File: src/hdl/ffpi_pkg.sv
// Shared constants and state type for the parallel flash programming port.
package ffpi_pkg;

	// Core clock rate and the slowest external clock that may be switched to.
	localparam int unsigned CLK_HZ = 25_000_000;
	localparam int unsigned EXT_MIN_HZ = 32_000;
	// One period of the slowest accepted external clock, rounded up to whole cycles.
	localparam int unsigned EXT_PERIOD_CYC = (CLK_HZ + EXT_MIN_HZ - 1) / EXT_MIN_HZ;
	// The detection window spans two such periods; two rising edges prove a clock.
	localparam int unsigned EXT_WIN_PERIODS = 2;
	localparam int unsigned EXT_WIN_CYC = EXT_WIN_PERIODS * EXT_PERIOD_CYC;
	localparam int unsigned EXT_MIN_EDGES = 2;

	// Depth of every pin synchroniser.
	localparam int unsigned SYNC_STAGES = 3;

	// Transfer target selected by the mode lines.
	localparam logic [3:0] MODE_COMMAND = 4'h0;
	localparam logic [3:0] MODE_ADDR_PART0 = 4'h1;
	localparam logic [3:0] MODE_ADDR_PART3 = 4'h4;
	localparam logic [3:0] MODE_DATA = 4'h5;
	localparam int unsigned ADDR_PARTS = 4;

	// Command-phase codes; the 8-bit variant carries only the low byte.
	localparam logic [15:0] CMD_READ = 16'h0011;
	localparam logic [15:0] CMD_PAGE_WRITE = 16'h0012;
	localparam logic [15:0] CMD_PAGE_WRITE_LOCK = 16'h0022;
	localparam logic [15:0] CMD_ERASE_THEN_WRITE = 16'h0032;
	localparam logic [15:0] CMD_ERASE_WRITE_LOCK = 16'h0042;
	localparam logic [15:0] CMD_RESET = 16'h0000;

	// Idle levels of the active-low pins after reset.
	localparam logic STROBE_IDLE = 1'b1;

	// Handshake and execution states.
	typedef enum logic [3:0] {
		S_DETECT,
		S_IDLE,
		S_DECODE,
		S_FLUSH,
		S_READ_WAIT,
		S_OE_WAIT,
		S_DRIVE,
		S_OE_HIGH_WAIT,
		S_DONE_WAIT
	} state_t;

endpackage : ffpi_pkg

File: src/hdl/ffpi_port.sv
// Device-side parallel flash programming port with load buffer and read path.
`timescale 1ns/1ps
`default_nettype none

module ffpi_port
	import ffpi_pkg::*;
#(
	parameter int unsigned DATA_W = 16,
	parameter int unsigned ADDR_W = 32,
	parameter int unsigned PAGE_WORDS = 128,
	parameter int unsigned DETECT_CYC = EXT_WIN_CYC
) (
	// Clock and reset.
	input wire logic mclk_i,
	input wire logic srst_i,
	// External clock detection.
	input wire logic ext_clock_in_i,
	output logic ext_clock_select_o,
	// Programmer handshake pins.
	input wire logic command_strobe_n_i,
	input wire logic output_enable_n_i,
	output logic ready_o,
	output logic data_valid_n_o,
	input wire logic [3:0] mode_i,
	// Bidirectional data pins as input, output and enable.
	input wire logic [DATA_W-1:0] data_i,
	output logic [DATA_W-1:0] data_o,
	output logic data_oe_o,
	// Flash read port.
	output logic mem_rd_req_o,
	output logic [ADDR_W-1:0] mem_rd_addr_o,
	input wire logic [DATA_W-1:0] mem_rd_data_i,
	input wire logic mem_rd_done_i,
	// Page commit port.
	output logic page_prog_req_o,
	output logic [ADDR_W-1:0] page_prog_addr_o,
	output logic page_erase_o,
	output logic page_lock_o,
	input wire logic page_prog_done_i,
	input wire logic [$clog2(PAGE_WORDS)-1:0] page_buf_idx_i,
	output logic [DATA_W-1:0] page_buf_data_o
);

	localparam int unsigned PAGE_BITS = $clog2(PAGE_WORDS);
	localparam int unsigned WIN_BITS = $clog2(DETECT_CYC + 1);
	localparam int unsigned EDGE_BITS = $clog2(EXT_MIN_EDGES + 1);
	localparam logic [WIN_BITS-1:0] WIN_LAST = WIN_BITS'(DETECT_CYC - 1);
	localparam logic [EDGE_BITS-1:0] EDGES_NEEDED = EDGE_BITS'(EXT_MIN_EDGES);
	localparam logic [DATA_W-1:0] ERASED_WORD = '1;
	localparam logic [ADDR_W-1:0] ADDR_ONE = ADDR_W'(1);

	state_t state;
	logic [1:0] ctl_sync;
	logic strobe_n;
	logic oe_n;
	logic [3+DATA_W:0] bus_sync;
	logic ext_sync;
	logic ext_prev;
	logic [WIN_BITS-1:0] win_cnt;
	logic [EDGE_BITS-1:0] edge_cnt;
	logic [3:0] cap_mode;
	logic [DATA_W-1:0] cap_data;
	logic [15:0] command;
	logic [ADDR_W-1:0] address;
	logic [DATA_W-1:0] rd_data;
	logic [DATA_W-1:0] page_buf [PAGE_WORDS];
	logic [ADDR_W-PAGE_BITS-1:0] buf_page;
	logic dirty;
	logic is_write_cmd;
	logic cmd_erase;
	logic cmd_lock;
	logic same_page;
	logic do_store;
	logic flush_done;

	// Pins from the programmer are asynchronous, so all pass the filtered synchroniser.
	pin_sync #(.W(2), .RESET_VAL({STROBE_IDLE, STROBE_IDLE})) u_ctl_sync (
		.mclk_i(mclk_i),
		.srst_i(srst_i),
		.async_i({command_strobe_n_i, output_enable_n_i}),
		.sync_o(ctl_sync)
	);

	// Mode and data take the same delay as the strobe, so they are settled when it is seen.
	pin_sync #(.W(4 + DATA_W), .RESET_VAL('0)) u_bus_sync (
		.mclk_i(mclk_i),
		.srst_i(srst_i),
		.async_i({mode_i, data_i}),
		.sync_o(bus_sync)
	);

	// The external clock is only counted, never used as a clock here.
	pin_sync #(.W(1), .RESET_VAL(1'b0)) u_ext_sync (
		.mclk_i(mclk_i),
		.srst_i(srst_i),
		.async_i(ext_clock_in_i),
		.sync_o(ext_sync)
	);

	assign strobe_n = ctl_sync[1];
	assign oe_n = ctl_sync[0];

	// Command decode shared by the store and flush paths.
	always_comb begin
		is_write_cmd = (command == CMD_PAGE_WRITE) || (command == CMD_PAGE_WRITE_LOCK) ||
			(command == CMD_ERASE_THEN_WRITE) || (command == CMD_ERASE_WRITE_LOCK);
		cmd_erase = (command == CMD_ERASE_THEN_WRITE) || (command == CMD_ERASE_WRITE_LOCK);
		cmd_lock = (command == CMD_PAGE_WRITE_LOCK) || (command == CMD_ERASE_WRITE_LOCK);
		same_page = (address[ADDR_W-1:PAGE_BITS] == buf_page);
	end

	// A data write stores only when no commit of another page is pending first.
	assign do_store = (state == S_DECODE) && (cap_mode == MODE_DATA) && is_write_cmd &&
		(!dirty || same_page);
	assign flush_done = (state == S_FLUSH) && page_prog_done_i;

	// Main handshake sequencer.
	always_ff @(posedge mclk_i) begin
		if (srst_i) begin
			state <= S_DETECT;
		end else begin
			case (state)
				S_DETECT: begin
					if (win_cnt == WIN_LAST) begin
						state <= S_IDLE;
					end
				end
				S_IDLE: begin
					if (!strobe_n) begin
						state <= S_DECODE;
					end
				end
				S_DECODE: begin
					case (cap_mode)
						MODE_COMMAND: begin
							state <= dirty ? S_FLUSH : S_DONE_WAIT;
						end
						MODE_DATA: begin
							if (command == CMD_READ) begin
								state <= dirty ? S_FLUSH : S_READ_WAIT;
							end else if (is_write_cmd && dirty && !same_page) begin
								state <= S_FLUSH;
							end else begin
								state <= S_DONE_WAIT;
							end
						end
						default: begin
							state <= S_DONE_WAIT;
						end
					endcase
				end
				S_FLUSH: begin
					if (page_prog_done_i) begin
						state <= S_DECODE;
					end
				end
				S_READ_WAIT: begin
					if (mem_rd_done_i) begin
						state <= S_OE_WAIT;
					end
				end
				S_OE_WAIT: begin
					if (!oe_n) begin
						state <= S_DRIVE;
					end
				end
				S_DRIVE: begin
					state <= S_OE_HIGH_WAIT;
				end
				S_OE_HIGH_WAIT: begin
					if (oe_n) begin
						state <= S_DONE_WAIT;
					end
				end
				S_DONE_WAIT: begin
					if (strobe_n) begin
						state <= S_IDLE;
					end
				end
				default: begin
					state <= S_IDLE;
				end
			endcase
		end
	end

	// Count external clock edges over a fixed window before ready first rises.
	always_ff @(posedge mclk_i) begin
		if (srst_i) begin
			ext_prev <= 1'b0;
			win_cnt <= '0;
			edge_cnt <= '0;
		end else begin
			ext_prev <= ext_sync;
			if (state == S_DETECT) begin
				win_cnt <= win_cnt + WIN_BITS'(1);
				if (ext_sync && !ext_prev && edge_cnt != EDGES_NEEDED) begin
					edge_cnt <= edge_cnt + EDGE_BITS'(1);
				end
			end
		end
	end

	// The choice is made once; a clock that appears later is ignored until the next reset.
	always_ff @(posedge mclk_i) begin
		if (srst_i) begin
			ext_clock_select_o <= 1'b0;
		end else if (state == S_DETECT && win_cnt == WIN_LAST) begin
			ext_clock_select_o <= (edge_cnt == EDGES_NEEDED);
		end
	end

	// Ready is low until detection ends and from capture until the strobe is back high.
	always_ff @(posedge mclk_i) begin
		if (srst_i) begin
			ready_o <= 1'b0;
		end else if (state == S_DETECT && win_cnt == WIN_LAST) begin
			ready_o <= 1'b1;
		end else if (state == S_IDLE && !strobe_n) begin
			ready_o <= 1'b0;
		end else if (state == S_DONE_WAIT && strobe_n) begin
			ready_o <= 1'b1;
		end
	end

	// Mode and data are latched on the cycle the strobe is seen low.
	always_ff @(posedge mclk_i) begin
		if (srst_i) begin
			cap_mode <= '0;
			cap_data <= '0;
		end else if (state == S_IDLE && !strobe_n) begin
			cap_mode <= bus_sync[3+DATA_W:DATA_W];
			cap_data <= bus_sync[DATA_W-1:0];
		end
	end

	// The command is taken only after any pending page has been committed.
	always_ff @(posedge mclk_i) begin
		if (srst_i) begin
			command <= CMD_RESET;
		end else if (state == S_DECODE && cap_mode == MODE_COMMAND && !dirty) begin
			command <= 16'(cap_data);
		end
	end

	// Address parts load in place; each stored data write or completed read then steps to the next word.
	always_ff @(posedge mclk_i) begin
		if (srst_i) begin
			address <= '0;
		end else if (state == S_DECODE) begin
			for (int k = 0; k < ADDR_PARTS; k++) begin
				if (cap_mode == MODE_ADDR_PART0 + 4'(k) && k * DATA_W < ADDR_W) begin
					address <= (address & ~(ADDR_W'(ERASED_WORD) << (k * DATA_W))) |
						(ADDR_W'(cap_data) << (k * DATA_W));
				end
			end
			if (do_store) begin
				address <= address + ADDR_ONE;
			end
		end else if (state == S_READ_WAIT && mem_rd_done_i) begin
			address <= address + ADDR_ONE;
		end
	end

	// The load buffer tracks one page; commit flags follow the command that filled it.
	always_ff @(posedge mclk_i) begin
		if (srst_i) begin
			dirty <= 1'b0;
			buf_page <= '0;
			page_erase_o <= 1'b0;
			page_lock_o <= 1'b0;
		end else if (flush_done) begin
			dirty <= 1'b0;
		end else if (do_store) begin
			dirty <= 1'b1;
			buf_page <= address[ADDR_W-1:PAGE_BITS];
			page_erase_o <= cmd_erase;
			page_lock_o <= cmd_lock;
		end
	end

	// One storage word per page entry; entries return to the erased value after a commit.
	for (genvar i = 0; i < PAGE_WORDS; i++) begin : g_page_buf
		always_ff @(posedge mclk_i) begin
			if (srst_i || flush_done) begin
				page_buf[i] <= ERASED_WORD;
			end else if (do_store && address[PAGE_BITS-1:0] == PAGE_BITS'(i)) begin
				page_buf[i] <= cap_data;
			end
		end
	end

	// The port holds the request line until the flash controller reports the page done.
	assign page_prog_req_o = (state == S_FLUSH);
	assign page_prog_addr_o = {buf_page, PAGE_BITS'(0)};
	assign page_buf_data_o = page_buf[page_buf_idx_i];

	// The read request stands until the flash answers with the word.
	assign mem_rd_req_o = (state == S_READ_WAIT);
	assign mem_rd_addr_o = address;

	always_ff @(posedge mclk_i) begin
		if (srst_i) begin
			rd_data <= '0;
		end else if (state == S_READ_WAIT && mem_rd_done_i) begin
			rd_data <= mem_rd_data_i;
		end
	end

	// Pins turn to outputs one cycle before valid falls, so data is steady when sampled.
	always_ff @(posedge mclk_i) begin
		if (srst_i) begin
			data_o <= '0;
			data_oe_o <= 1'b0;
		end else if (state == S_OE_WAIT && !oe_n) begin
			data_o <= rd_data;
			data_oe_o <= 1'b1;
		end else if (state == S_OE_HIGH_WAIT && oe_n) begin
			data_oe_o <= 1'b0;
		end
	end

	// Valid rises in the same edge as the release, never before the pins are inputs again.
	always_ff @(posedge mclk_i) begin
		if (srst_i) begin
			data_valid_n_o <= 1'b1;
		end else if (state == S_DRIVE) begin
			data_valid_n_o <= 1'b0;
		end else if (state == S_OE_HIGH_WAIT && oe_n) begin
			data_valid_n_o <= 1'b1;
		end
	end

endmodule : ffpi_port

`default_nettype wire

File: src/hdl/pin_sync.sv
// Three-stage pin synchroniser that accepts a change once its last two stages agree.
`timescale 1ns/1ps
`default_nettype none

module pin_sync #(
	parameter int unsigned W = 1,
	parameter logic [W-1:0] RESET_VAL = '0
) (
	// Clock and reset.
	input wire logic mclk_i,
	input wire logic srst_i,
	// Asynchronous pins in, filtered levels out.
	input wire logic [W-1:0] async_i,
	output logic [W-1:0] sync_o
);

	logic [W-1:0] stage1;
	logic [W-1:0] stage2;
	logic [W-1:0] stage3;

	// Stage one feeds stage two only, so a metastable sample never reaches logic.
	always_ff @(posedge mclk_i) begin
		if (srst_i) begin
			stage1 <= RESET_VAL;
			stage2 <= RESET_VAL;
			stage3 <= RESET_VAL;
		end else begin
			stage1 <= async_i;
			stage2 <= stage1;
			stage3 <= stage2;
		end
	end

	// A bit moves only when two settled stages agree, which rejects single glitches.
	always_ff @(posedge mclk_i) begin
		if (srst_i) begin
			sync_o <= RESET_VAL;
		end else begin
			for (int i = 0; i < W; i++) begin
				if (stage2[i] == stage3[i]) begin
					sync_o[i] <= stage3[i];
				end
			end
		end
	end

endmodule : pin_sync

`default_nettype wire
File: config.mk
export PLATFORM = sky130hd
export DESIGN_NAME = ffpi_port
export DESIGN_NICKNAME = d
export VERILOG_FILES = /design/src/hdl/ffpi_pkg.sv /design/src/hdl/ffpi_port.sv /design/src/hdl/pin_sync.sv
export SDC_FILE = /design/constraint.sdc
export NUM_CORES = 2
export LEC_CHECK = 0
export BUFFER_PORTS_ARGS = -buffer_cell sky130_fd_sc_hd__clkbuf_2
export CAP_MARGIN = 10
export CORE_ASPECT_RATIO = 1.1
export CORE_MARGIN = 3
export CORE_UTILIZATION = 40
export CTS_CLUSTER_SIZE = 40
export DETAILED_ROUTE_END_ITERATION = 8
export PLACE_DENSITY = 0.54
export RECOVER_POWER = 100
export SYNTH_ARGS = -nofsm -noshare
export SYNTH_HDL_FRONTEND = slang
export SYNTH_SLANG_ARGS = --single-unit
File: constraint.sdc
create_clock -name mclk_i -period 4.8 [get_ports mclk_i]
set_clock_uncertainty 0.15 [all_clocks]
set_input_delay 0.72 -clock mclk_i [delete_from_list [all_inputs] [get_ports mclk_i]]
set_output_delay 0.72 -clock mclk_i [all_outputs]
set_load 0.05 [all_outputs]
==> metrics.md <==
| Metric | Value |
|---|---|
| Reg-to-reg critical path startpoint | state[1]$_SDFFE_PP0P_ |
| Peak VDD IR | 0.342 mV |
| Buffers added on ports | 146 |
| Endpoint type of the worst setup path | output port |
| Post-DRT Antenna Nets | 0 |
| Syn Inst Count | 6,946 |
| Wire per inst | 31.0 um |
| CP startpoint kind | primary input |
| Critical-path cell list | buf_8, buf_4, buf_12, mux4_2, mux4_2, mux4_2, o21a_1, clkbuf_2 |
| Failing checks | capacitance limit, slew limit |
| IO Pins | 154 |
| Hold WS | 0.260 ns |
| Final TNS setup | 0 ns |
| Max-cap violations | 6 |
| Mean Syn Cell Area | about 14 um^2 |
| Synth area leaders | edfxtp_1 61%, mux4_2 15%, nand2_1 6.3% |
| Clk pin slew, worst setup/hold paths | roughly 0.060 ns |
| Fraction of layout cells with a size suffix above 1 | 26.1% |
| Final WL | 330 mm |
| Worst EP arrival | 3.89 ns |
| Clk pwr share | 42.6% |
| RSZ-0062 raised after global routing | no |
| Post-layout net count | 7,188 |
| Most used cell, CP | mux4_2 |
| Main synth FF type | edfxtp_1 |
| Seq pwr share | about half |
| Core area | roughly 0.25 mm^2 |
| Status | complete, but fails checks |
| Starting Density | slightly above 40% |
| Psw | approximately 10,000 uW |
| DRC | 0 |
| Area grow syn2layout | 13.2% |
| Number of vias per cell | 5.77 |
| First-pass GRT wire length | 464 mm |
| Worst-Margin Slew | between 2 and 3 ns |
| Power Total | 43,300 uW |
| Clock Sink Count | 2,290 |
| Vias in the first global route | 62.0k |
| Synthesis Warnings | 0 |
| Die Area | 0.257 mm^2 |
| Post-synth top area share | 61.2% |
| Count leader, synth | edfxtp_1 |
| Max transition margin | -71.5% |
| Largest net degree at the start of global routing | 235 |
| Gate power share | 6.8% |
| GRT Total Usage | 25.2% |
| EDFF count, synth | 2,048 |
| Clock root buffer | clkbuf_16 |
| Cells after DPL | ~10k |
| TritonCTS buffer count | 235 |
| Drt first pass iters | 6 |
| F_max | 210 MHz |
| Fin cells | 10.6k |
| Distinct cells, synth | 77 |
| Hold Path Depth | 1 |
| Worst reg2reg path depth | 7 |
| Final setup viols | 0 |
| Worst hold endpoint | u_ctl_sync.stage2[1]$_SDFF_PP1_ |
| Static leakage | 0.0284 uW |
| Fillers | 22.0k |
| Sequential area share after synthesis | ~66% |
| Internal Dissipation | around 33,000 uW |
| Routed vias | between 60k and 70k |
| Fin crit share | just under 100% |
| Slack of the worst reg-to-reg path | approximately 0.07 ns |
| Slew Limit Fails | 432 |
| Min-delay worst type | flop to flop |
| CTS tree | done |
| Die Ht | roughly 530 um |
| Chip width | 484 um |
| Endpoints failing hold | 0 |
| GPL Wtd Cong | 0.854 |
| Reg-to-Reg End | page_buf[92][8]$_SDFFCE_PN1P_ |
| Worst stage delay on the critical path | 0.59 ns |
| Synth Register Bits | 2,290 |
| PD cells | roughly 380 mW/mm^2 |
| Synthesized cell area | 0.101 mm^2 |
| DP Wirelength | ~200 mm |
| Clk buf depth | 3 |
| Worst skew pair latency | slightly below 0.9 ns |
| Minimum clock period | around 4.8 ns |
| Grt ovf | 0 |
| Sw frac | 23.9% |
| CP required | between 3 and 4 ns |
| Hold_sp | u_ctl_sync.stage1[1]$_SDFF_PP1_ |
| H-tree lvl count | 4 |
| Ys async rst share | 0% |
| Critical-path top delay cell | mux4_2 |
| Setup Fix Bufs, Post-CTS | 0 |
| Most frequent cells after synthesis | 2,048 x edfxtp_1, 1,693 x nand2_1, 656 x mux4_2 |
| DRT iter0 DRCs | 7,751 |
| Post-synth top area cell | edfxtp_1 |
| # rows | 192 |
| Crit-path max FO | 34 |
| Initial antenna violation count | 23 |
| Setup CP Type | primary input to output port |
==> how the worst max path moves through the flow <==
stage	start	cells after the start	endpoint	slack (ns)
2_1_floorplan	mem_rd_addr_o[23]$_SDFFE_PP0P_	11	page_buf[100][0]$_SDFFCE_PN1P_	0.43
3_3_place_gp	page_buf_idx_i[0]	10	page_buf_data_o[3]	0.05
3_5_place_dp	page_buf_idx_i[0]	10	page_buf_data_o[3]	0.05
4_1_cts	page_buf_idx_i[0]	10	page_buf_data_o[3]	0.05
5_1_grt	state[1]$_SDFFE_PP0P_	8	page_buf[26][14]$_SDFFCE_PN1P_	0.01
6_report	page_buf_idx_i[0]	8	page_buf_data_o[14]	0.04
==> timing repair <==
action,CTS,global route
hold buffers,39,0
gates resized for setup,0,1
setup endpoints to repair,0,1
endpoints found under the hold margin,39,0
==> area by class of cell <==
type / instances / area, um^2 / share of cell area [%]
multi-input cells: 3960 / 31000 / 27.2
diodes: 12 / 30.0 / 0.0264
repair buffers: 621 / 4460 / 3.92
clock buffers: 294 / 6280 / 5.52
clock inverters: 142 / 1480 / 1.30
well taps: 3298 / 4130 / 3.62
flip-flops and latches: 2290 / 66400 / 58.3
inverters: 24 / 90.1 / 0.0791
==> layout by cell type, fill, tap and decap left out, types with 11 or more instances in the layout <==
master         instances
and3_1                11
a22oi_1               20
or3_1                 33
clkbuf_4              19
o32ai_1               11
clkbuf_16            240
dfxtp_2               16
buf_4                179
edfxtp_1            2048
a31oi_1               11
or2_1                 21
nand4_1               16
bufinv_16             21
a21oi_1              134
o21a_1                22
nor4_1                15
nor3_1                17
dfxtp_1              226
diode_2               12
nand2b_1             198
inv_1                 24
mux2i_1               54
nand3_1               53
clkbuf_1             156
xor2_1                32
or2_2                393
o21ai_0              157
clkinv_2              40
mux4_2               656
nor2_1               199
buf_12                48
dlygate4sd3_1         39
nor2b_1               69
nand2_1             1694
clkbuf_2             211
clkinv_1              56
==> registers in the layout, summed over array words and instances (netlist names), 4 cells and up <==
| name | flops |
|---|---|
| u_bus_sync.stage3 | 20 |
| mem_rd_addr_o | 32 |
| cap_mode | 4 |
| rd_data | 16 |
| state | 4 |
| win_cnt | 11 |
| u_bus_sync.stage1 | 20 |
| u_bus_sync.stage2 | 20 |
| u_bus_sync.sync_o | 20 |
| page_buf | 2048 |
| cap_data | 16 |
| buf_page | 25 |
| data_o | 16 |
| command | 16 |
==> stage by stage <==
step	worst slack, ns	util [%]	cell area (um^2)
floorplan	0.425	-	101000
global placement	0.0485	42.9	107000
detailed placement	0.0547	42.9	107000
CTS	0.0498	46.2	115000
global route	0.0106	45.6	114000
finish	0.0396	45.7	114000
==> power by group through the flow <==
stage | registers [uW] | clock network [uW] | logic [uW]
2_1_floorplan | 22500 | 0 | 1560
6_report | 22000 | 18500 | 2930
4_1_cts | 21900 | 18700 | 3050
3_3_place_gp | 22400 | 0 | 3000
5_1_grt | 22000 | 19500 | 3060
3_5_place_dp | 22400 | 0 | 3020
==> kinds of logic (layout without fill, tap and decap cells) <==
kind of cell,count (synthesis),in the layout,synth area share (%)
muxes,716,716,15.3
buffers and inverters,702,1081,3.20
other,1,19,0.00373
and+or+nand+nor,2776,2776,12.7
adders and majority gates,6,6,0.0746
xor gates and xnor gates,39,39,0.340
DFF,2290,2290,66.0
AOI/OAI and AO/OA,416,416,2.41
==> critical path, delay by kind of cell <==
kind,cells,cell delay (ns)
buffers and inverters,4,1.08
multiplexers,3,1.69
AO/OA/AOI/OAI,1,0.34
==> routing by layer <==
| layer | share of wire [%] | vias up | global-route usage [%] |
|---|---|---|---|
| li1 | - | 25758 | - |
| met1 | 39 | 31969 | 33.2 |
| met2 | 48 | 3066 | 41.6 |
| met3 | 8.4 | 581 | 4.48 |
| met4 | 4.5 | 0 | 10.0 |
| met5 | 0 | - | 0 |
Note: power is estimated with default switching activity, not from simulation.
